==> src/design/lbc_defines.svh <==
// How it works
// - sink bit 0 bank A, 1 bank B
// - per-bank ramp: high nibble start-up, low shutdown
// - ramp code maps to sixteen fixed durations
// - shared run-time ramp: high up, low down
// - per-bank select: shared, own, or instant
// - dither disable bits 3 (B), 2 (A)
// - bit 0 selects exponential or linear mapping
// - five-bit full-scale current code per bank
// - feedback enable per string, default tied
// - boost bits 2:1 pick overvoltage threshold
// - boost bit 0 picks switching frequency
// - boost bits 4,3 auto headroom, auto frequency
// - eight-bit auto-frequency threshold, reset 0xcf
// - pwm bit 3 zero detection, default on
// - pwm bit 2 polarity, default active high
// - pwm bits 1,0 scale bank B, A
// - bank A brightness split low/high registers
// - only high write commits brightness
// - serial target 0x36, register then data byte
`ifndef LBC_DEFINES_SVH
`define LBC_DEFINES_SVH

// serial target address
`define LBC_TARGET_ADDR     7'h36

// register offsets
`define LBC_OFS_SINK        8'h10
`define LBC_OFS_RAMP_A      8'h11
`define LBC_OFS_RAMP_B      8'h12
`define LBC_OFS_RT_RAMP     8'h13
`define LBC_OFS_RT_SEL      8'h14
`define LBC_OFS_BRIGHT_OPT  8'h16
`define LBC_OFS_FULL_A      8'h17
`define LBC_OFS_FULL_B      8'h18
`define LBC_OFS_FEEDBACK    8'h19
`define LBC_OFS_BOOST       8'h1a
`define LBC_OFS_AF_THRESH   8'h1b
`define LBC_OFS_PWM         8'h1c
`define LBC_OFS_BRIGHT_LO   8'h20
`define LBC_OFS_BRIGHT_HI   8'h21

// field positions
`define LBC_BIT_DITHER_B    3
`define LBC_BIT_DITHER_A    2
`define LBC_BIT_MAP_LINEAR  0
`define LBC_BIT_AUTO_HR     4
`define LBC_BIT_AUTO_FREQ   3
`define LBC_BIT_FREQ_1MHZ   0
`define LBC_BIT_ZERO_DET    3
`define LBC_BIT_PWM_POL     2
`define LBC_BIT_PWM_B       1
`define LBC_BIT_PWM_A       0

// reset values of non-zero fields
`define LBC_RST_SINK        3'h6
`define LBC_RST_FULL_SCALE  5'h13
`define LBC_RST_FEEDBACK    3'h7
`define LBC_RST_AF_THRESH   8'hcf
`define LBC_RST_ZERO_DET    1'h1
`define LBC_RST_PWM_POL     1'h1

// ramp durations in microseconds, code 15 first
`define LBC_RAMP_US_C0      27'h0000800
`define LBC_RAMP_US_TABLE {27'h7000000, 27'h6000000, 27'h5000000, 27'h4000000, \
   27'h3800000, 27'h3000000, 27'h2800000, 27'h2000000, 27'h1000000, 27'h0800000, \
   27'h0400000, 27'h0200000, 27'h0100000, 27'h0080000, 27'h0040000, `LBC_RAMP_US_C0}

`endif

==> src/design/lbc_pkg.sv <==
package lbc_pkg;
`include "lbc_defines.svh"

   // decoded configuration handed to the analog side
   typedef struct packed {
      logic [2:0] sink_bank;        // 1 = string on bank b
      logic [7:0] ramp_a;           // start-up / shutdown codes, bank a
      logic [7:0] ramp_b;           // start-up / shutdown codes, bank b
      logic [7:0] rt_ramp;          // shared run-time up / down codes
      logic [3:0] rt_sel;           // [3:2] bank b, [1:0] bank a
      logic       dither_off_b;
      logic       dither_off_a;
      logic       map_linear;
      logic [4:0] full_scale_a;
      logic [4:0] full_scale_b;
      logic [2:0] feedback_en;      // string anode tied to boost output
      logic       auto_headroom;
      logic       auto_freq;
      logic [1:0] overvoltage_sel;  // 16/24/32/40 volt
      logic       freq_1mhz;
      logic [7:0] af_thresh;
      logic       zero_det;
      logic       pwm_act_high;
      logic       pwm_scale_b;
      logic       pwm_scale_a;
   } lbc_cfg_t;

   // effective ramp durations of one bank
   typedef struct packed {
      logic [26:0] up_us;
      logic [26:0] down_us;
   } lbc_ramp_t;

   // synchronised pin events
   typedef struct packed {
      logic scl_rise;
      logic scl_fall;
      logic start;
      logic stop;
      logic sda;
   } lbc_pin_evt_t;

   // serial slave states
   typedef enum logic [2:0] {
      ST_IDLE, ST_DEV, ST_REG, ST_WR, ST_RD, ST_ACK, ST_MACK
   } lbc_state_t;

   localparam lbc_cfg_t LBC_CFG_RST = '{
      sink_bank: `LBC_RST_SINK, full_scale_a: `LBC_RST_FULL_SCALE,
      full_scale_b: `LBC_RST_FULL_SCALE, feedback_en: `LBC_RST_FEEDBACK,
      af_thresh: `LBC_RST_AF_THRESH, zero_det: `LBC_RST_ZERO_DET,
      pwm_act_high: `LBC_RST_PWM_POL, default: '0};

   localparam logic [431:0] LBC_RAMP_TBL = `LBC_RAMP_US_TABLE;

   // ramp code to duration lookup
   function automatic logic [26:0] lbc_ramp_us(input logic [3:0] code);
      return LBC_RAMP_TBL[27*code +: 27];
   endfunction : lbc_ramp_us

endpackage : lbc_pkg

==> src/design/lbc_cfg_regs.sv <==
`timescale 1ns/1ns
`default_nettype none
`include "lbc_defines.svh"
module lbc_cfg_regs
   import lbc_pkg::*;
(
   // clock, reset, enable
   input  wire logic        i_mclk,
   input  wire logic        i_rstn,
   input  wire logic        i_ce,
   // serial bus pins
   input  wire logic        i_scl,
   input  wire logic        i_sda,
   output logic             o_sda_out,
   output logic             o_sda_oen_n,
   // configuration to the driver core
   output lbc_cfg_t         o_cfg,
   output lbc_ramp_t [1:0]  o_ramp,
   output logic [10:0]      o_bank_a_brightness,
   output logic             o_bright_load
);

   // reset synchroniser
   logic [1:0]   rst_sync_q;     // release pipeline
   logic         rst_n;          // synchronised reset

   // serial engine state
   lbc_pin_evt_t evt;            // synced pin events
   lbc_state_t   state_q;
   lbc_state_t   state_d;
   lbc_state_t   nxt_q;          // state after the ack bit
   lbc_state_t   nxt_d;
   logic [3:0]   cnt_q;          // bits of current byte
   logic [3:0]   cnt_d;
   logic [7:0]   sh_q;           // shift register
   logic [7:0]   sh_d;
   logic [7:0]   ptr_q;          // register pointer
   logic [7:0]   ptr_d;
   logic         nack_q;         // master refused more read data
   logic         nack_d;
   logic         oen_n_q;        // low = pull sda low
   logic         oen_n_d;
   logic         sda_out_q;      // open drain: always drives zero

   // register file
   lbc_cfg_t     cfg_q;
   lbc_cfg_t     cfg_d;
   logic [2:0]   bright_lo_q;    // staged low bits
   logic [2:0]   bright_lo_d;
   logic [10:0]  bright_q;       // committed brightness
   logic [10:0]  bright_d;
   logic         load_q;
   lbc_ramp_t [1:0] ramp_q;
   lbc_ramp_t [1:0] ramp_d;

   // decode
   logic         byte_done;      // eight bits clocked in or out
   logic         addr_hit;       // target address matches
   logic         wr_stb;         // data byte written to ptr_q
   logic [7:0]   wdata;
   logic [7:0]   rd_byte;        // read mux output

   // release reset two edges after the pin rises
   always_ff @(posedge i_mclk or negedge i_rstn) begin
      if (!i_rstn) begin
         rst_sync_q <= 2'h0;
      end else begin
         rst_sync_q <= {rst_sync_q[0], 1'b1};
      end
   end
   assign rst_n = rst_sync_q[1];

   // pin synchronisers and edge detection
   lbc_pin_sync u_pin_sync (
      .i_clk   (i_mclk),
      .i_rst_n (rst_n),
      .i_ce    (i_ce),
      .i_scl   (i_scl),
      .i_sda   (i_sda),
      .o_evt   (evt)
   );

   assign byte_done = (cnt_q == 4'h8);
   assign addr_hit  = (sh_q[7:1] == `LBC_TARGET_ADDR);
   assign wdata     = sh_q;
   // write only on the falling edge closing a data byte
   assign wr_stb    = i_ce & evt.scl_fall & ~evt.start & ~evt.stop
                      & (state_q == ST_WR) & byte_done;

   // serial slave: address, register pointer, then data bytes
   always_comb begin
      state_d = state_q;
      nxt_d   = nxt_q;
      cnt_d   = cnt_q;
      sh_d    = sh_q;
      ptr_d   = ptr_q;
      nack_d  = nack_q;
      oen_n_d = oen_n_q;
      if (evt.stop) begin
         // stop always frees the bus
         state_d = ST_IDLE;
         oen_n_d = 1'b1;
      end else if (evt.start) begin
         // start and repeated start behave alike
         state_d = ST_DEV;
         cnt_d   = 4'h0;
         oen_n_d = 1'b1;
      end else if (evt.scl_rise) begin
         case (state_q)
            ST_DEV, ST_REG, ST_WR: begin
               sh_d  = {sh_q[6:0], evt.sda};
               cnt_d = cnt_q + 4'h1;
            end
            ST_RD: cnt_d = cnt_q + 4'h1;
            ST_MACK: nack_d = evt.sda;
            default: ;
         endcase
      end else if (evt.scl_fall) begin
         case (state_q)
            ST_DEV: begin
               if (byte_done && addr_hit) begin
                  oen_n_d = 1'b0;
                  state_d = ST_ACK;
                  nxt_d   = sh_q[0] ? ST_RD : ST_REG;
               end else if (byte_done) begin
                  // another target: stay off the bus until next start
                  state_d = ST_IDLE;
               end
            end
            ST_REG: begin
               if (byte_done) begin
                  ptr_d   = sh_q;
                  oen_n_d = 1'b0;
                  state_d = ST_ACK;
                  nxt_d   = ST_WR;
               end
            end
            ST_WR: begin
               if (byte_done) begin
                  // further bytes go to the next offset
                  ptr_d   = ptr_q + 8'h01;
                  oen_n_d = 1'b0;
                  state_d = ST_ACK;
                  nxt_d   = ST_WR;
               end
            end
            ST_ACK: begin
               // end of ack bit: release, or present first read bit
               state_d = nxt_q;
               cnt_d   = 4'h0;
               oen_n_d = 1'b1;
               if (nxt_q == ST_RD) begin
                  sh_d    = rd_byte;
                  oen_n_d = rd_byte[7];
                  ptr_d   = ptr_q + 8'h01;
               end
            end
            ST_RD: begin
               if (byte_done) begin
                  state_d = ST_MACK;
                  oen_n_d = 1'b1;
               end else begin
                  sh_d    = {sh_q[6:0], 1'b0};
                  oen_n_d = sh_q[6];
               end
            end
            ST_MACK: begin
               if (nack_q) begin
                  state_d = ST_IDLE;
               end else begin
                  state_d = ST_RD;
                  cnt_d   = 4'h0;
                  sh_d    = rd_byte;
                  oen_n_d = rd_byte[7];
                  ptr_d   = ptr_q + 8'h01;
               end
            end
            default: state_d = ST_IDLE;
         endcase
      end
   end

   // serial engine registers
   always_ff @(posedge i_mclk or negedge rst_n) begin
      if (!rst_n) begin
         state_q   <= ST_IDLE;
         nxt_q     <= ST_IDLE;
         cnt_q     <= 4'h0;
         sh_q      <= 8'h00;
         ptr_q     <= 8'h00;
         nack_q    <= 1'b1;
         oen_n_q   <= 1'b1;
         sda_out_q <= 1'b0;
      end else if (i_ce) begin
         state_q   <= state_d;
         nxt_q     <= nxt_d;
         cnt_q     <= cnt_d;
         sh_q      <= sh_d;
         ptr_q     <= ptr_d;
         nack_q    <= nack_d;
         oen_n_q   <= oen_n_d;
         sda_out_q <= 1'b0;
      end
   end

   // register writes; reserved bits are simply not stored
   always_comb begin
      cfg_d       = cfg_q;
      bright_lo_d = bright_lo_q;
      bright_d    = bright_q;
      if (wr_stb) begin
         case (ptr_q)
            `LBC_OFS_SINK:      cfg_d.sink_bank = wdata[2:0];
            `LBC_OFS_RAMP_A:    cfg_d.ramp_a = wdata;
            `LBC_OFS_RAMP_B:    cfg_d.ramp_b = wdata;
            `LBC_OFS_RT_RAMP:   cfg_d.rt_ramp = wdata;
            `LBC_OFS_RT_SEL:    cfg_d.rt_sel = wdata[3:0];
            `LBC_OFS_BRIGHT_OPT: begin
               cfg_d.dither_off_b = wdata[`LBC_BIT_DITHER_B];
               cfg_d.dither_off_a = wdata[`LBC_BIT_DITHER_A];
               cfg_d.map_linear   = wdata[`LBC_BIT_MAP_LINEAR];
            end
            `LBC_OFS_FULL_A:    cfg_d.full_scale_a = wdata[4:0];
            `LBC_OFS_FULL_B:    cfg_d.full_scale_b = wdata[4:0];
            `LBC_OFS_FEEDBACK:  cfg_d.feedback_en = wdata[2:0];
            `LBC_OFS_BOOST: begin
               cfg_d.auto_headroom   = wdata[`LBC_BIT_AUTO_HR];
               cfg_d.auto_freq       = wdata[`LBC_BIT_AUTO_FREQ];
               cfg_d.overvoltage_sel = wdata[2:1];
               cfg_d.freq_1mhz       = wdata[`LBC_BIT_FREQ_1MHZ];
            end
            `LBC_OFS_AF_THRESH: cfg_d.af_thresh = wdata;
            `LBC_OFS_PWM: begin
               // host is expected to touch this only with pwm idle
               cfg_d.zero_det     = wdata[`LBC_BIT_ZERO_DET];
               cfg_d.pwm_act_high = wdata[`LBC_BIT_PWM_POL];
               cfg_d.pwm_scale_b  = wdata[`LBC_BIT_PWM_B];
               cfg_d.pwm_scale_a  = wdata[`LBC_BIT_PWM_A];
            end
            // low write only stages bits; current is untouched
            `LBC_OFS_BRIGHT_LO: bright_lo_d = wdata[2:0];
            // high write commits the full value; low must come first
            `LBC_OFS_BRIGHT_HI: bright_d = {wdata, bright_lo_q};
            default: ;
         endcase
      end
   end

   // register file flops
   always_ff @(posedge i_mclk or negedge rst_n) begin
      if (!rst_n) begin
         cfg_q       <= LBC_CFG_RST;
         bright_lo_q <= 3'h0;
         bright_q    <= 11'h000;
         load_q      <= 1'b0;
         ramp_q      <= {2{`LBC_RAMP_US_C0, `LBC_RAMP_US_C0}};
      end else if (i_ce) begin
         cfg_q       <= cfg_d;
         bright_lo_q <= bright_lo_d;
         bright_q    <= bright_d;
         load_q      <= wr_stb & (ptr_q == `LBC_OFS_BRIGHT_HI);
         ramp_q      <= ramp_d;
      end
   end

   // read mux; unmapped offsets and reserved bits read zero
   assign rd_byte =
      (ptr_q == `LBC_OFS_SINK)       ? {5'h00, cfg_q.sink_bank} :
      (ptr_q == `LBC_OFS_RAMP_A)     ? cfg_q.ramp_a :
      (ptr_q == `LBC_OFS_RAMP_B)     ? cfg_q.ramp_b :
      (ptr_q == `LBC_OFS_RT_RAMP)    ? cfg_q.rt_ramp :
      (ptr_q == `LBC_OFS_RT_SEL)     ? {4'h0, cfg_q.rt_sel} :
      (ptr_q == `LBC_OFS_BRIGHT_OPT) ? {4'h0, cfg_q.dither_off_b, cfg_q.dither_off_a,
                                        1'b0, cfg_q.map_linear} :
      (ptr_q == `LBC_OFS_FULL_A)     ? {3'h0, cfg_q.full_scale_a} :
      (ptr_q == `LBC_OFS_FULL_B)     ? {3'h0, cfg_q.full_scale_b} :
      (ptr_q == `LBC_OFS_FEEDBACK)   ? {5'h00, cfg_q.feedback_en} :
      (ptr_q == `LBC_OFS_BOOST)      ? {3'h0, cfg_q.auto_headroom, cfg_q.auto_freq,
                                        cfg_q.overvoltage_sel, cfg_q.freq_1mhz} :
      (ptr_q == `LBC_OFS_AF_THRESH)  ? cfg_q.af_thresh :
      (ptr_q == `LBC_OFS_PWM)        ? {4'h0, cfg_q.zero_det, cfg_q.pwm_act_high,
                                        cfg_q.pwm_scale_b, cfg_q.pwm_scale_a} :
      (ptr_q == `LBC_OFS_BRIGHT_LO)  ? {5'h00, bright_lo_q} :
      (ptr_q == `LBC_OFS_BRIGHT_HI)  ? bright_q[10:3] : 8'h00;

   // effective run-time ramp per bank
   for (genvar g = 0; g < 2; g++) begin : g_bank
      logic [1:0] sel;           // this bank's ramp select
      logic [7:0] own;           // this bank's start-up/shutdown codes
      logic [7:0] pick;          // codes in force
      assign sel  = cfg_q.rt_sel[2*g +: 2];
      assign own  = (g == 0) ? cfg_q.ramp_a : cfg_q.ramp_b;
      assign pick = (sel == 2'b01) ? own : cfg_q.rt_ramp;
      // select 1x gives an instant change
      assign ramp_d[g].up_us   = sel[1] ? 27'h0 : lbc_ramp_us(pick[7:4]);
      assign ramp_d[g].down_us = sel[1] ? 27'h0 : lbc_ramp_us(pick[3:0]);
   end

   // outputs straight from flops
   assign o_sda_out           = sda_out_q;
   assign o_sda_oen_n         = oen_n_q;
   assign o_cfg               = cfg_q;
   assign o_ramp              = ramp_q;
   assign o_bank_a_brightness = bright_q;
   assign o_bright_load       = load_q;
endmodule : lbc_cfg_regs
`default_nettype wire

==> src/design/lbc_pin_sync.sv <==
`timescale 1ns/1ns
`default_nettype none
module lbc_pin_sync
   import lbc_pkg::*;
(
   // clock, reset, enable
   input  wire logic   i_clk,
   input  wire logic   i_rst_n,
   input  wire logic   i_ce,
   // raw pins
   input  wire logic   i_scl,
   input  wire logic   i_sda,
   // events
   output lbc_pin_evt_t o_evt
);
   // [0] meta, [1] synced, [2] previous synced
   logic [2:0] scl_q;
   logic [2:0] sda_q;

   // idle bus is high, so reset to ones to avoid a false start
   always_ff @(posedge i_clk or negedge i_rst_n) begin
      if (!i_rst_n) begin
         scl_q <= 3'h7;
         sda_q <= 3'h7;
      end else if (i_ce) begin
         scl_q <= {scl_q[1:0], i_scl};
         sda_q <= {sda_q[1:0], i_sda};
      end
   end

   // edges only look at stages 1 and 2, never the meta stage
   assign o_evt.scl_rise = scl_q[1] & ~scl_q[2];
   assign o_evt.scl_fall = ~scl_q[1] & scl_q[2];
   assign o_evt.start    = scl_q[1] & scl_q[2] & ~sda_q[1] & sda_q[2];
   assign o_evt.stop     = scl_q[1] & scl_q[2] & sda_q[1] & ~sda_q[2];
   assign o_evt.sda      = sda_q[1];
endmodule : lbc_pin_sync
`default_nettype wire

==> config.mk <==
export PLATFORM = sky130hd
export DESIGN_NAME = lbc_cfg_regs
export DESIGN_NICKNAME = d
export VERILOG_FILES = /design/src/design/lbc_pkg.sv /design/src/design/lbc_cfg_regs.sv /design/src/design/lbc_pin_sync.sv
export VERILOG_INCLUDE_DIRS = /design/src /design/src/design
export SDC_FILE = /design/constraint.sdc
export NUM_CORES = 1
export LEC_CHECK = 0
export BUFFER_PORTS_ARGS = -buffer_cell sky130_fd_sc_hd__buf_2
export CAP_MARGIN = 20
export CORE_MARGIN = 2
export CORE_UTILIZATION = 55
export CTS_CLUSTER_SIZE = 24
export DETAILED_ROUTE_END_ITERATION = 16
export PLACE_DENSITY = 0.92
export SKIP_LAST_GASP = 1
export SLEW_MARGIN = 30
export SYNTH_ARGS = -nofsm -noshare
export SYNTH_HDL_FRONTEND = slang
export SYNTH_SLANG_ARGS = --single-unit
==> constraint.sdc <==
create_clock -name i_mclk -period 6.3 [get_ports i_mclk]
set_clock_uncertainty 0.15 [all_clocks]
set_input_delay 0.945 -clock i_mclk [delete_from_list [all_inputs] [get_ports i_mclk]]
set_output_delay 0.945 -clock i_mclk [all_outputs]
set_load 0.1 [all_outputs]
After elaboration in Yosys (flattened, before gate mapping)
Cells that the tools add are included.
{"block": "op_classes", "n_eq_ne": 43, "n_mul": 4, "bitwise_logic": 20, "shifts": 4, "mux": 62, "n_addsub": 2, "reduce_logical": 33}
{"cell": "variable part select 432 x 10 -> 27 bit, first input constant", "n": 4}
{"cell": "two-way mux 8 bit", "n": 26}
{"cell": "two-way mux 27 bit", "n": 4}
{"cell": "== test 8 x 5 -> 1 bit, second input constant", "n": 12}
{"cell": "AND reduction 3 bit", "n": 14}
{"cell": "multiplier 5 x 4 -> 9 bit, first input constant", "n": 4}
{"cell": "two-way mux 3 bit", "n": 12}
{"cell": "one-hot mux 8 bit (4 select lines)", "n": 1}
{"cell": "one-hot mux 8 bit (3 select lines)", "n": 1}
{"cell": "two-way mux 4 bit", "n": 5}
{"cell": "== test 8 x 6 -> 1 bit, second input constant", "n": 2}
{"cell": "!= test 4 bit, second input constant", "n": 4}
{"cell": "!= test 3 bit, second input constant", "n": 5}
{"cell": "one-hot mux 3 bit (5 select lines)", "n": 1}
{"cell": "AND 1 bit", "n": 13}
{"cell": "== test 3 bit, second input constant", "n": 4}
{"cell": "AND reduction 6 bit", "n": 2}
{"cell": "nonzero test 4 bit", "n": 3}
{"cell": "!= test 2 bit, second input constant", "n": 5}
{"cell": "AND reduction 10 bit", "n": 1}
{"cell": "two-way mux 1 bit", "n": 9}
{"cell": "AND reduction 9 bit", "n": 1}
{"cell": "adder 8 x 1 -> 8 bit, second input constant", "n": 1}
{"cell": "one-hot mux 4 bit (2 select lines)", "n": 1}
{"cell": "22 further kinds", "n": 33}
{"block": "word_totals", "regBits": 223, "out_inout_bits": 186, "inputBits": 5}

Logic depth before layout (Yosys ltp)
Gate-level depths: netlist (run 1).
{"block": "logic_depth", "depth_word": 21, "ltp_mapped": 10}

By module
Synthesis (run 1) repeated with hierarchy kept, for this count alone.
{"block": "unflattened", "cells_unflattened": 891, "area_unflattened_um2": 8883.5}
{"mod": "lbc_cfg_regs", "cells_per_inst": 873, "area_each_um2": 8584.5, "instances": 1}
{"mod": "lbc_pin_sync", "cells_per_inst": 18, "area_each_um2": 299.0, "instances": 1}

Worst setup path before layout (run 1)
No wires, ideal clock.
{"block": "synth_path", "path_type": "register to register", "from": "register cfg_q (netlist bit o_cfg[35])", "to": "register ramp_q (netlist bit o_ramp[74])", "setup_ns": 0.083, "t_arrival_ns": 2.512, "stages_incl_launch_ff": 8, "setup_slack_ns": 3.555, "n_path_buf": 1, "period_less_slack_ns": 2.745, "required_ns": 6.067, "cell_sequence": "dfrtp_1 nor2b_1 buf_1 mux2i_1 nor2b_1 nor2b_1 nand3_1 o21ai_0"}
{"block": "synth_between", "elab_chain_len": 5}
{"element": "start: declaration", "line_no": "lbc_cfg_regs.sv:46", "text": "lbc_cfg_t cfg_q;"}
{"element": "start signal: assignment", "line_no": "lbc_cfg_regs.sv:258", "text": "cfg_q <= cfg_d;"}
{"element": "== test 2 x 1 -> 1 bit", "line_no": "lbc_cfg_regs.sv:293", "text": "assign pick = (sel == 2'b01) ? own : cfg_q.rt_ramp;"}
{"element": "two-way mux 8 bit", "line_no": "lbc_cfg_regs.sv:293"}
{"element": "multiplier 5 x 4 -> 9 bit", "line_no": "lbc_pkg.sv:58", "text": "return LBC_RAMP_TBL[27*code +: 27];"}
{"element": "variable part select 432 x 10 -> 27 bit", "line_no": "lbc_pkg.sv:58"}
{"element": "two-way mux 27 bit", "line_no": "lbc_cfg_regs.sv:296", "text": "assign ramp_d[g].down_us = sel[1] ? 27'h0 : lbc_ramp_us(pick[3:0]);"}
{"element": "end signal: assignment", "line_no": "lbc_cfg_regs.sv:256", "text": "ramp_q <= {2{`LBC_RAMP_US_C0, `LBC_RAMP_US_C0}};"}
{"element": "end signal: assignment", "line_no": "lbc_cfg_regs.sv:262", "text": "ramp_q <= ramp_d;"}
{"element": "end: declaration", "line_no": "lbc_cfg_regs.sv:53", "text": "lbc_ramp_t [1:0] ramp_q;"}
No other way between the ends.
A chain may end at the register's enable or synchronous reset.

Worst setup path in the final report (run 1)
{"block": "layout_path", "from": "input i_ce", "to": "register bright_q[9] (netlist: o_bank_a_brightness[9])"}
{"block": "layout_between", "elab_chain_len": 6}
{"element": "start: declaration", "line_no": "lbc_cfg_regs.sv:10", "text": "input wire logic i_ce,"}
{"element": "AND 1 bit (3 in a row)", "line_no": "lbc_cfg_regs.sv:87", "text": "assign wr_stb = i_ce & evt.scl_fall & ~evt.start & ~evt.stop"}
{"element": "AND 1 bit (2 in a row)", "line_no": "lbc_cfg_regs.sv:88", "text": "& (state_q == ST_WR) & byte_done;"}
{"element": "AND reduction 3 bit (no line) *"}
{"element": "end signal: assignment", "line_no": "lbc_cfg_regs.sv:260", "text": "bright_q <= bright_d;"}
{"element": "end: declaration", "line_no": "lbc_cfg_regs.sv:50", "text": "logic [10:0] bright_q;"}
Every way passes the cells marked *; elsewhere a longest branch is shown, timed or not.

==> flow_summary.yaml, run 1 <==
synthesis:
  yosys_register_bits: 155
  synth.avg_cell_area_um2: 9.97
  yosys-top-cells-area: "dfrtp_1 36%, dfstp_2 9.4%, mux2_2 9.1%, buf_4 6.2%, nand2_1 3.4%"
  ys_warn_count: 0
  synth_edf_count: 0
  async_flop_share_pct: 100
  synth_cell_types: 73
  synth_largest_area_cell: "dfrtp_1"
  netlist_area_mm2: 0.00866
  synth_top_area_share_pct: 35.8
  ys.flop_type: "dfrtp_1"
  syn_inst: 868
  ys_seq_area_share_pct: 45.3
grt:
  antenna_found_initial: 0
  globalRoute.totalOverflow: 0
  grt_pass1_wl_mm: 37.1
  grt_max_degree: 82
  first_global_vias: 7143
  grtUsageTotal_pct: 28.1
pwr:
  p_int_uw: 1700
  power.leakage_uw: 0.00463
  powerDensity_mw_per_mm2: 254
  p_sw_uw: 777
  pwr-share-comb_pct: 15.1
  seqPwrFrac_pct: 43.2
  p_sw_share_pct: 31.3
  ir_drop_uv: 153
  clockPowerShare_pct: 41.8
die:
  core_mm2: 0.0153
  rows: 45
  die_w_um: 129
  initial_core_util_pct: 56.5
  fp.dieH_um: 129
  die_area_mm2: 0.0168
  io_pins: 191
setup_path:
  critPathCaptureType: "flip-flop"
  critPathLaunchType: "primary input"
  critical_path_class: "primary input to flip-flop"
  slowest_stage: "nand3_1"
  critPathMostFrequentCell: "buf_4"
  crit_required_ps: 6460
  slowest_delay_ps: 530
  reg2reg_from: "ptr_q[0]"
  cp_cell_sequence: "buf_2, inv_1, buf_4, a21o_1, nor4_2, buf_4, nand3_1, mux2_2"
  startpoint: "i_ce"
  cp.arrival_ps: 3590
  cp_num_buf_inv: 4
  path_max_fanout: 42
  cp_top_family: "buffers and inverters"
detailed_routing:
  vias_per_cell: 6.36
  finalWirelength_mm: 23.4
  wl_met3_mm: 2.27
  drt_iter0_markers: 1002
  ant_nets: 0
  wl_met1_mm: 9.16
  dr.max_layer_used: "met4"
  first_pass_iters: 7
  wl_per_cell_um: 19.6
  num_vias: 7584
  drc_errors: 0
  wl_met2_mm: 11.1
sta:
  tightest_slew_ps: 941
  holdWs_ps: 72.1
  maxSlewViolCount: 0
  final_hold_viol_count: 0
  fin_crit_ps: 3420
  slew-limit-headroom_pct: 37.0
  timing.setup.tns_ps: 0
  fmax_mhz: 292
  final-setup-viol-count: 0
  rsz0062_at_grt: "no"
  post-route-period-util_pct: 54.4
clock_network:
  h-tree-depth: 4
  cts.path.max_buffers: 2
  cts_buffers: 17
  cts-root-buf: "clkbuf_16"
  post_cts_buffers: 0
  ctsResizeCount: 0
  cts_hold_buf: 0
  cts.sinks: 155
  clk_pin_slew_ps: 60
  cts_tree: "done"
  insertion_delay_ps: 430
job:
  timing.max_cap.violations: 0
cells_and_area:
  fillers: 1135
  layout-drive-gt1-share_pct: 28.5
  antenna_cells: 0
  post-route-cell-area_mm2: 0.00978
  num-nets-final: 983
  fin_cells: 1193
  syn_to_final_growth_pct: 13.0
min_path:
  min_path_type: "flip-flop to async pin"
placement:
  dp.cells: 1160
  gp_congestion: 0.926
  place_area_mm2: 0.00913
  port_buffers: 121
  hpwlAfterDp_mm: 15.5
status:
  status: "finished clean"
area by class of cell:
type | instances | area (µm²) | area share (%)
repair buffers | 130 | 697 | 7.13
clock buffers | 19 | 443 | 4.53
clock inverters | 13 | 151 | 1.55
multi-input cells | 627 | 4160 | 42.5
well taps | 211 | 264 | 2.70
flip-flops and latches | 155 | 3920 | 40.1
inverters | 38 | 143 | 1.46
state kept, by name (all words and copies together), names as in the netlist:
| register | flops |
|---|---|
| state_q | 3 |
| u_pin_sync.sda_q | 3 |
| sh_q | 8 |
| rst_sync_q | 2 |
| cnt_q | 4 |
| g_bank.own | 16 |
| u_pin_sync.scl_q | 3 |
| o_cfg | 48 |
| bright_lo_q | 3 |
| nxt_q | 3 |
| o_sda_oen_n | 1 |
| nack_q | 1 |
| o_ramp | 40 |
| ptr_q | 8 |
| o_bank_a_brightness | 11 |
| o_bright_load | 1 |
Yosys cell counts, drive strengths merged, types with 8 or more instances:
library cell and count:
a2111oi 9, nor2b 10, dfrtp 124, o2bb2ai 32, nor4 10, inv 38, a21o 10, buf 88
o21ai 60, mux2 70, a21oi 43, ha 9, nor2 29, dfstp 31, mux2i 19, nand2 78
nor3 15, nand2b 8, nand3 33, a31oi 15, clkbuf 28
worst paths after layout:
check	slack (ps)	end	cells after the start
setup / recovery	2880	o_bank_a_brightness[9]	8
hold / removal	70	o_cfg[27]	0
setup reg to reg	3010	sh_q[1]	8
hold reg to reg	70	o_cfg[27]	0
max in group asynchronous	4920	o_ramp[79]	1
min in group i_mclk	200	rst_sync_q[1]	0
worst register-to-register path: stages, from the launching register on:
cell and delay, ps:
dfrtp_1 430, inv_1 150, ha_1 740, inv_1 290, nor4_2 700, a21boi_0 290
o2111ai_1 170, nand3_1 130, a31oi_1 180
metal layers:
layer  track usage (%)  vias to the layer above
met2              44.1                      542
met3              6.19                      115
li1                  -                     3234
met5                 0                        -
met4              13.7                        0
met1              37.1                     3693
power by group through the flow:
stage	clock network, µW	registers (µW)	logic [µW]
3_5_place_dp	0	1090	356
5_1_grt	1080	1080	393
6_report	1040	1070	374
2_1_floorplan	0	1110	323
3_3_place_gp	0	1090	350
4_1_cts	1040	1080	359
per-stage QoR:
| stage | power [µW] | utilization [%] | setup WS (ps) |
|---|---|---|---|
| after floorplan | 1430 | - | 1570 |
| after global placement | 1440 | 59.6 | 2580 |
| after detailed placement | 1450 | 59.6 | 2530 |
| after CTS | 2470 | 63.5 | 2900 |
| after global routing | 2540 | 63.9 | 2700 |
| final | 2480 | 63.9 | 2880 |
layout by cell type (no fill, tap or decap), types with 31 or more instances in the layout:
master and instances:
mux2_2 70, conb_1 70, o21ai_0 57, a21oi_1 43, buf_2 121, o2bb2ai_1 32, inv_1 38, dfstp_2 31
nand2_1 78, dfrtp_1 123
kinds of logic after synthesis:
group	after synthesis	synth area share, %
buffers and inverters	154	9.99
adder cells (fa/ha/maj)	9	1.30
AND/OR/NAND/NOR	214	12.6
XOR/XNOR	4	0.405
flip-flops	155	45.3
multiplexers	89	11.3
other	2	0.0868
AO/OA/AOI/OAI	241	19.1
Power figures use the tool's default switching activity.
==> inputs of run 2 (changes only) <==
==> constraint.sdc (replaced) <==
create_clock -name i_mclk -period 3.5 [get_ports i_mclk]
set_clock_uncertainty 0.15 [all_clocks]
set_input_delay 0.525 -clock i_mclk [delete_from_list [all_inputs] [get_ports i_mclk]]
set_output_delay 0.525 -clock i_mclk [all_outputs]
set_load 0.1 [all_outputs]
==> run 2 against run 1 <==
Critical path depth fell by 2. Global-route usage increased by 0.53 points. Cell count increased by 1.0%. Utilization increased by 0.52 points. Worst hold slack better by 84 ps. Clock power up 82%. Combinational power increased by 84%. Setup slack got worse by 2200 ps. Routed wire length increased by 0.23%. Largest power group unchanged.
==> flow_summary.yaml, run 2 (synthesis gave the netlist of run 1 again) <==
sta:
  tightest_slew_ps: 778
  rsz0062_at_grt: "no"
  fmax_mhz: 355
  final-setup-viol-count: 0
  maxSlewViolCount: 0
  post-route-period-util_pct: 80.5
  slew-limit-headroom_pct: 47.4
  fin_crit_ps: 2820
  final_hold_viol_count: 0
  timing.setup.tns_ps: 0
detailed_routing:
  ant_nets: 0
  vias_per_cell: 6.18
  num_vias: 7442
  finalWirelength_mm: 23.5
  first_pass_iters: 5
  wl_per_cell_um: 19.5
  drt_iter0_markers: 861
  drc_errors: 0
die:
  core_mm2: 0.0153
  fp.dieH_um: 129
  die_w_um: 129
  rows: 45
  io_pins: 191
  initial_core_util_pct: 56.5
  die_area_mm2: 0.0168
setup_path:
  path_max_fanout: 22
  critPathLaunchType: "flip-flop"
  critPathCaptureType: "flip-flop"
  crit_required_ps: 3730
  critical_path_class: "flip-flop to flip-flop"
  cp.arrival_ps: 3040
grt:
  grt_max_degree: 73
  grt_pass1_wl_mm: 37.3
  grtUsageTotal_pct: 28.6
  globalRoute.totalOverflow: 0
  first_global_vias: 7090
  antenna_found_initial: 0
clock_network:
  ctsResizeCount: 0
  post_cts_buffers: 0
  clk_pin_slew_ps: 60
  insertion_delay_ps: 440
  cts.path.max_buffers: 2
  cts_tree: "done"
  cts_buffers: 17
  cts_hold_buf: 1
  h-tree-depth: 4
  cts.sinks: 155
  cts-root-buf: "clkbuf_16"
cells_and_area:
  fillers: 1160
  post-route-util_pct: 64.4
  layout-drive-gt1-share_pct: 29.0
  final_common_cell: "dfrtp_1"
  largest_register_ffs: 48
  num-nets-final: 995
  antenna_cells: 0
  syn_to_final_growth_pct: 13.9
  mostFrequentLayoutCells: "123 x dfrtp_1, 121 x buf_2, 78 x nand2_1"
pwr:
  p_total_uw: 4500
  power.leakage_uw: 0.00468
  ir_drop_uv: 261
  powerDensity_mw_per_mm2: 456
placement:
  gp_congestion: 0.982
  port_buffers: 121
  hpwlAfterDp_mm: 15.9
job:
  timing.max_cap.violations: 0
min_path:
  min_path_type: "flip-flop to async pin"
status:
  status: "finished clean"
[run 2: changes by cell type in the layout (fill, tap and decap cells not counted), moves of 2 or more]
| cell | previous run | this run |
|---|---|---|
| nor4_2 | 4 | 2 |
| clkinv_2 | 6 | 2 |
| buf_4 | 7 | 18 |
| buf_12 | 0 | 2 |
| clkinv_4 | 1 | 5 |
| nor4_1 | 6 | 8 |
[run 2: area by class of cell]
cell class	instances	area, µm²	area share [%]
Multi-Input combinational cell	627	4140	42.0
Clock inverter	14	174	1.76
Timing Repair Buffer	142	791	8.02
Inverter	38	143	1.45
Clock buffer	18	429	4.35
Sequential cell	155	3920	39.8
Tap cell	211	264	2.68
[run 2: critical path, cell delays in order, from the launching register on]
cell and delay, ps:
dfrtp_1 790, nor2_1 300, nand3b_1 310, a41oi_1 240
o21ai_1 220, or4b_2 660, nand2_1 80
[run 2: final timing paths]
| check | start | cells past startpoint | end | slack [ps] |
|---|---|---|---|---|
| worst max-delay path | state_q[1] | 6 | cnt_q[2] | 680 |
| worst min-delay path | rst_sync_q[1] | 0 | sh_q[2] | 160 |
| worst max register to register | state_q[1] | 6 | cnt_q[2] | 680 |
| worst min register to register | rst_sync_q[1] | 0 | sh_q[2] | 160 |
| max in group asynchronous | rst_sync_q[1] | 1 | o_ramp[38] | 2310 |
| min in group i_mclk | i_sda | 2 | u_pin_sync.sda_q[0] | 170 |
[run 2: where the power goes]
part | internal [µW] | total [µW] | switching, µW
clock | 1120 | 1890 | 773
combinational | 99.0 | 688 | 589
sequential | 1840 | 1920 | 73.2
total | 3070 | 4500 | 1440
[run 2: per-layer routing]
| layer | vias up | routed length, µm | track usage [%] |
|---|---|---|---|
| met5 | - | 0 | 0 |
| met4 | 0 | 813 | 13.7 |
| met3 | 80 | 2410 | 7.97 |
| met2 | 486 | 11100 | 43.6 |
| met1 | 3608 | 9200 | 38.0 |
| li1 | 3268 | - | - |
[run 2: per-stage QoR]
stage / worst slack, ps / cells / cell area (µm²) / hold WS (ps)
6_report: 681 / 1205 / 9860 / 156
5_1_grt: 528 / 1205 / 9860 / 174
4_1_cts: 747 / 1204 / 9840 / 159
3_5_place_dp: 840 / 1171 / 9230 / 162
3_3_place_gp: 901 / 1171 / 9220 / 162
2_1_floorplan: 755 / 936 / 8910 / 79.4
==> inputs of run 3 (changes only) <==
--- a/config.mk
+++ b/config.mk
@@ -6,6 +6,7 @@
 export SDC_FILE = /design/constraint.sdc
 export NUM_CORES = 1
 export LEC_CHECK = 0
+export ABC_AREA = 1
 export BUFFER_PORTS_ARGS = -buffer_cell sky130_fd_sc_hd__buf_2
 export CAP_MARGIN = 20
 export CORE_MARGIN = 2
==> constraint.sdc (replaced) <==
create_clock -name i_mclk -period 2.91 [get_ports i_mclk]
set_clock_uncertainty 0.15 [all_clocks]
set_input_delay 0.4365 -clock i_mclk [delete_from_list [all_inputs] [get_ports i_mclk]]
set_output_delay 0.4365 -clock i_mclk [all_outputs]
set_load 0.1 [all_outputs]
==> run 3 against run 2 <==
Sequential cell count stayed put. Total power is 55% higher. Synthesized area is 3.1% lower. First-iteration DRC count is 15% lower. Design area is 2.3% lower. Fmax is 6.8% higher. Synthesized cell count is 22% higher. Non-clock buffer count is 7 lower. Die area is 3.0% lower. Worst hold slack worse by 91 ps. Cell count is 16% higher. Largest power group unchanged.
==> flow_summary.yaml, run 3 <==
cells_and_area:
  multi_input_area_mm2: 0.00360
  post-route-util_pct: 64.1
  largest_register_ffs: 48
  final_common_cell: "nand2_1"
  layout-drive-gt1-share_pct: 20.2
  syn_to_final_growth_pct: 14.9
  num-nets-final: 1205
  fillers: 1223
  regArea_mm2: 0.00392
  mostFrequentLayoutCells: "287 x nand2_1, 163 x o21ai_0, 123 x dfrtp_1"
  antenna_cells: 0
clock_network:
  cts.path.max_buffers: 2
  cts_buffers: 17
  cts_tree: "done"
  clk_pin_slew_ps: 60
  insertion_delay_ps: 430
  h-tree-depth: 4
  cts.sinks: 155
  cts-root-buf: "clkbuf_16"
synthesis:
  synth_edf_count: 0
  ys_seq_area_share_pct: 46.7
  syn_inst: 1063
  yosysMostFrequentCell: "nand2_1"
  synth_fa_ha_area_share_pct: 1.34
  ys.flop_type: "dfrtp_1"
  synth_top_area_share_pct: 37.0
  synth_top_family_by_area: "simple AND/OR/NAND/NOR gates"
  yosys-top-cells-area: "dfrtp_1 37%, nand2_1 13%, o21ai_0 9.7%, dfstp_2 9.7%, buf_4 6.4%"
  synth_compound_area_share_pct: 15.9
  async_flop_share_pct: 100
  netlist_top_cells_count: "287 x nand2_1, 163 x o21ai_0, 124 x dfrtp_1, 111 x inv_1, 72 x buf_4"
  synth-simple-area-share_pct: 22.0
  synthMuxAreaShare_pct: 0.134
  synth_largest_area_cell: "dfrtp_1"
  ys_warn_count: 0
  yosys_register_bits: 155
  synth.avg_cell_area_um2: 7.89
  synth_cell_types: 48
  synthXorXnorAreaFrac_pct: 0.522
  netlist_area_mm2: 0.00839
sta:
  final_hold_viol_count: 0
  timing.setup.tns_ps: 0
  post-route-period-util_pct: 90.7
  slew-limit-headroom_pct: 49.9
  final-setup-viol-count: 0
  rsz0062_at_grt: "no"
  fmax_mhz: 379
  maxSlewViolCount: 0
  fin_crit_ps: 2640
  tightest_slew_ps: 751
setup_path:
  rrSetupSlack_ps: 270
  path_max_fanout: 10
  slowest_stage: "dfstp_2"
  critPathCaptureType: "flip-flop"
  slowest_delay_ps: 560
  cp_cell_sequence: "ha_1, inv_1, nor3_1, nor2_1, inv_1, nor3_2, nand2_1, clkinvlp_4, buf_4, nand2_1, o21ai_0"
  critical_path_class: "flip-flop to flip-flop"
  cp.arrival_ps: 2780
  critPathLaunchType: "flip-flop"
  crit_required_ps: 3050
  reg2reg_from: "u_pin_sync.scl_q[1]"
  r2r_end: "o_cfg[27]"
  reg2reg_depth: 11
placement:
  hpwlAfterDp_mm: 15.7
  gp_congestion: 0.954
  port_buffers: 121
detailed_routing:
  num_vias: 7657
  vias_per_cell: 5.50
  finalWirelength_mm: 22.6
  wl_per_cell_um: 16.2
  first_pass_iters: 5
  ant_nets: 0
  drc_errors: 0
  drt_iter0_markers: 728
pwr:
  p_int_uw: 4380
  p_sw_uw: 2590
  pwr-share-comb_pct: 26.5
  p_total_uw: 6980
  seqPwrFrac_pct: 37.2
  powerDensity_mw_per_mm2: 724
  p_sw_share_pct: 37.2
  clockPowerShare_pct: 36.3
  power.leakage_uw: 0.00494
  ir_drop_uv: 523
min_path:
  hold_end: "u_pin_sync.scl_q[0]"
  min_path_type: "primary input to flip-flop"
  hp-start: "i_scl"
  holdPathStages: 3
die:
  die_w_um: 127
  io_pins: 191
  rows: 45
  die_area_mm2: 0.0163
  core_mm2: 0.0150
  initial_core_util_pct: 55.8
  fp.dieH_um: 127
status:
  status: "finished clean"
grt:
  globalRoute.totalOverflow: 0
  antenna_found_initial: 0
  grt_max_degree: 67
  grtUsageTotal_pct: 28.1
  first_global_vias: 7081
  grt_pass1_wl_mm: 36.1
job:
  timing.max_cap.violations: 0
run 3: changes by cell type after synthesis, sizes merged, moves of 10 or more:
| cell | delta |
|---|---|
| clkbuf | -17 |
| o21ai | +118 |
| a21oi | -13 |
| inv | +85 |
| nor2 | +38 |
| o2bb2ai | -32 |
| a31oi | -10 |
| nor2b | -10 |
| mux2i | -19 |
| mux2 | -69 |
| nand2 | +217 |
run 3: layout make-up:
| type | instances | area share (%) |
|---|---|---|
| Multi-Input combinational cell | 757 | 37.4 |
| Timing Repair Buffer | 135 | 7.53 |
| Sequential cell | 155 | 40.7 |
| Tap cell | 188 | 2.44 |
| Inverter | 125 | 4.93 |
| Clock buffer | 19 | 4.70 |
| Clock inverter | 13 | 2.29 |
run 3: what timing repair did:
item,4_1_cts,5_1_grt
setup endpoints to repair,0,25
hold endpoints to repair,2,0
hold buffers,1,0
gates resized for setup,0,1
buffers inserted,0,4
run 3: metrics by stage:
step	instance area, µm²	hold WS (ps)	setup slack [ps]	cells
3_5_place_dp	8920	72.0	200	1355
3_3_place_gp	8920	70.9	431	1355
5_1_grt	9640	73.0	3.18	1392
4_1_cts	9600	62.6	168	1388
2_1_floorplan	8640	-9.09	221	1131
6_report	9640	64.7	272	1392
run 3: routing by layer:
| layer | track usage, % | wire length, µm |
|---|---|---|
| met1 | 38.5 | 9330 |
| met2 | 44.5 | 10500 |
| met3 | 6.87 | 2250 |
| met4 | 8.99 | 478 |
| met5 | 0 | 0 |
run 3: worst max-delay path by stage:
stage | startpoint | end | slack [ps] | cells after the start
after floorplan | rst_sync_q[1] | bright_lo_q[0] | 220 | 0
after global placement | u_pin_sync.scl_q[1] | o_cfg[37] | 430 | 11
after detailed placement | u_pin_sync.scl_q[1] | o_cfg[42] | 200 | 10
after CTS | u_pin_sync.scl_q[1] | o_bank_a_brightness[4] | 170 | 12
after global routing | u_pin_sync.scl_q[1] | o_cfg[13] | 3 | 12
final | u_pin_sync.scl_q[1] | o_cfg[27] | 270 | 11
run 3: cells by family after synthesis:
logic type      Yosys count
compound gates          245
xor+xnor                  5
fa+ha+maj                 9
buf+inv                 219
flops                   155
mux                       1
other cells               2
simple gates            427
run 3: power by group through the flow:
stage                     combinational [µW]  sequential, µW  clock [µW]
after floorplan                         1450            2650           0
after global placement                  1770            2610           0
after detailed placement                1800            2620           0
after CTS                               1820            2590        2540
after global routing                    1990            2620        2640
final                                   1850            2590        2530
run 3: worst max-delay path: cells and delay by family (launching register included):
kind            cells  cell delay [ps]
flops               1              560
simple gates        5              870
fa+ha+maj           1              150
buf+inv             4              660
compound gates      1              120
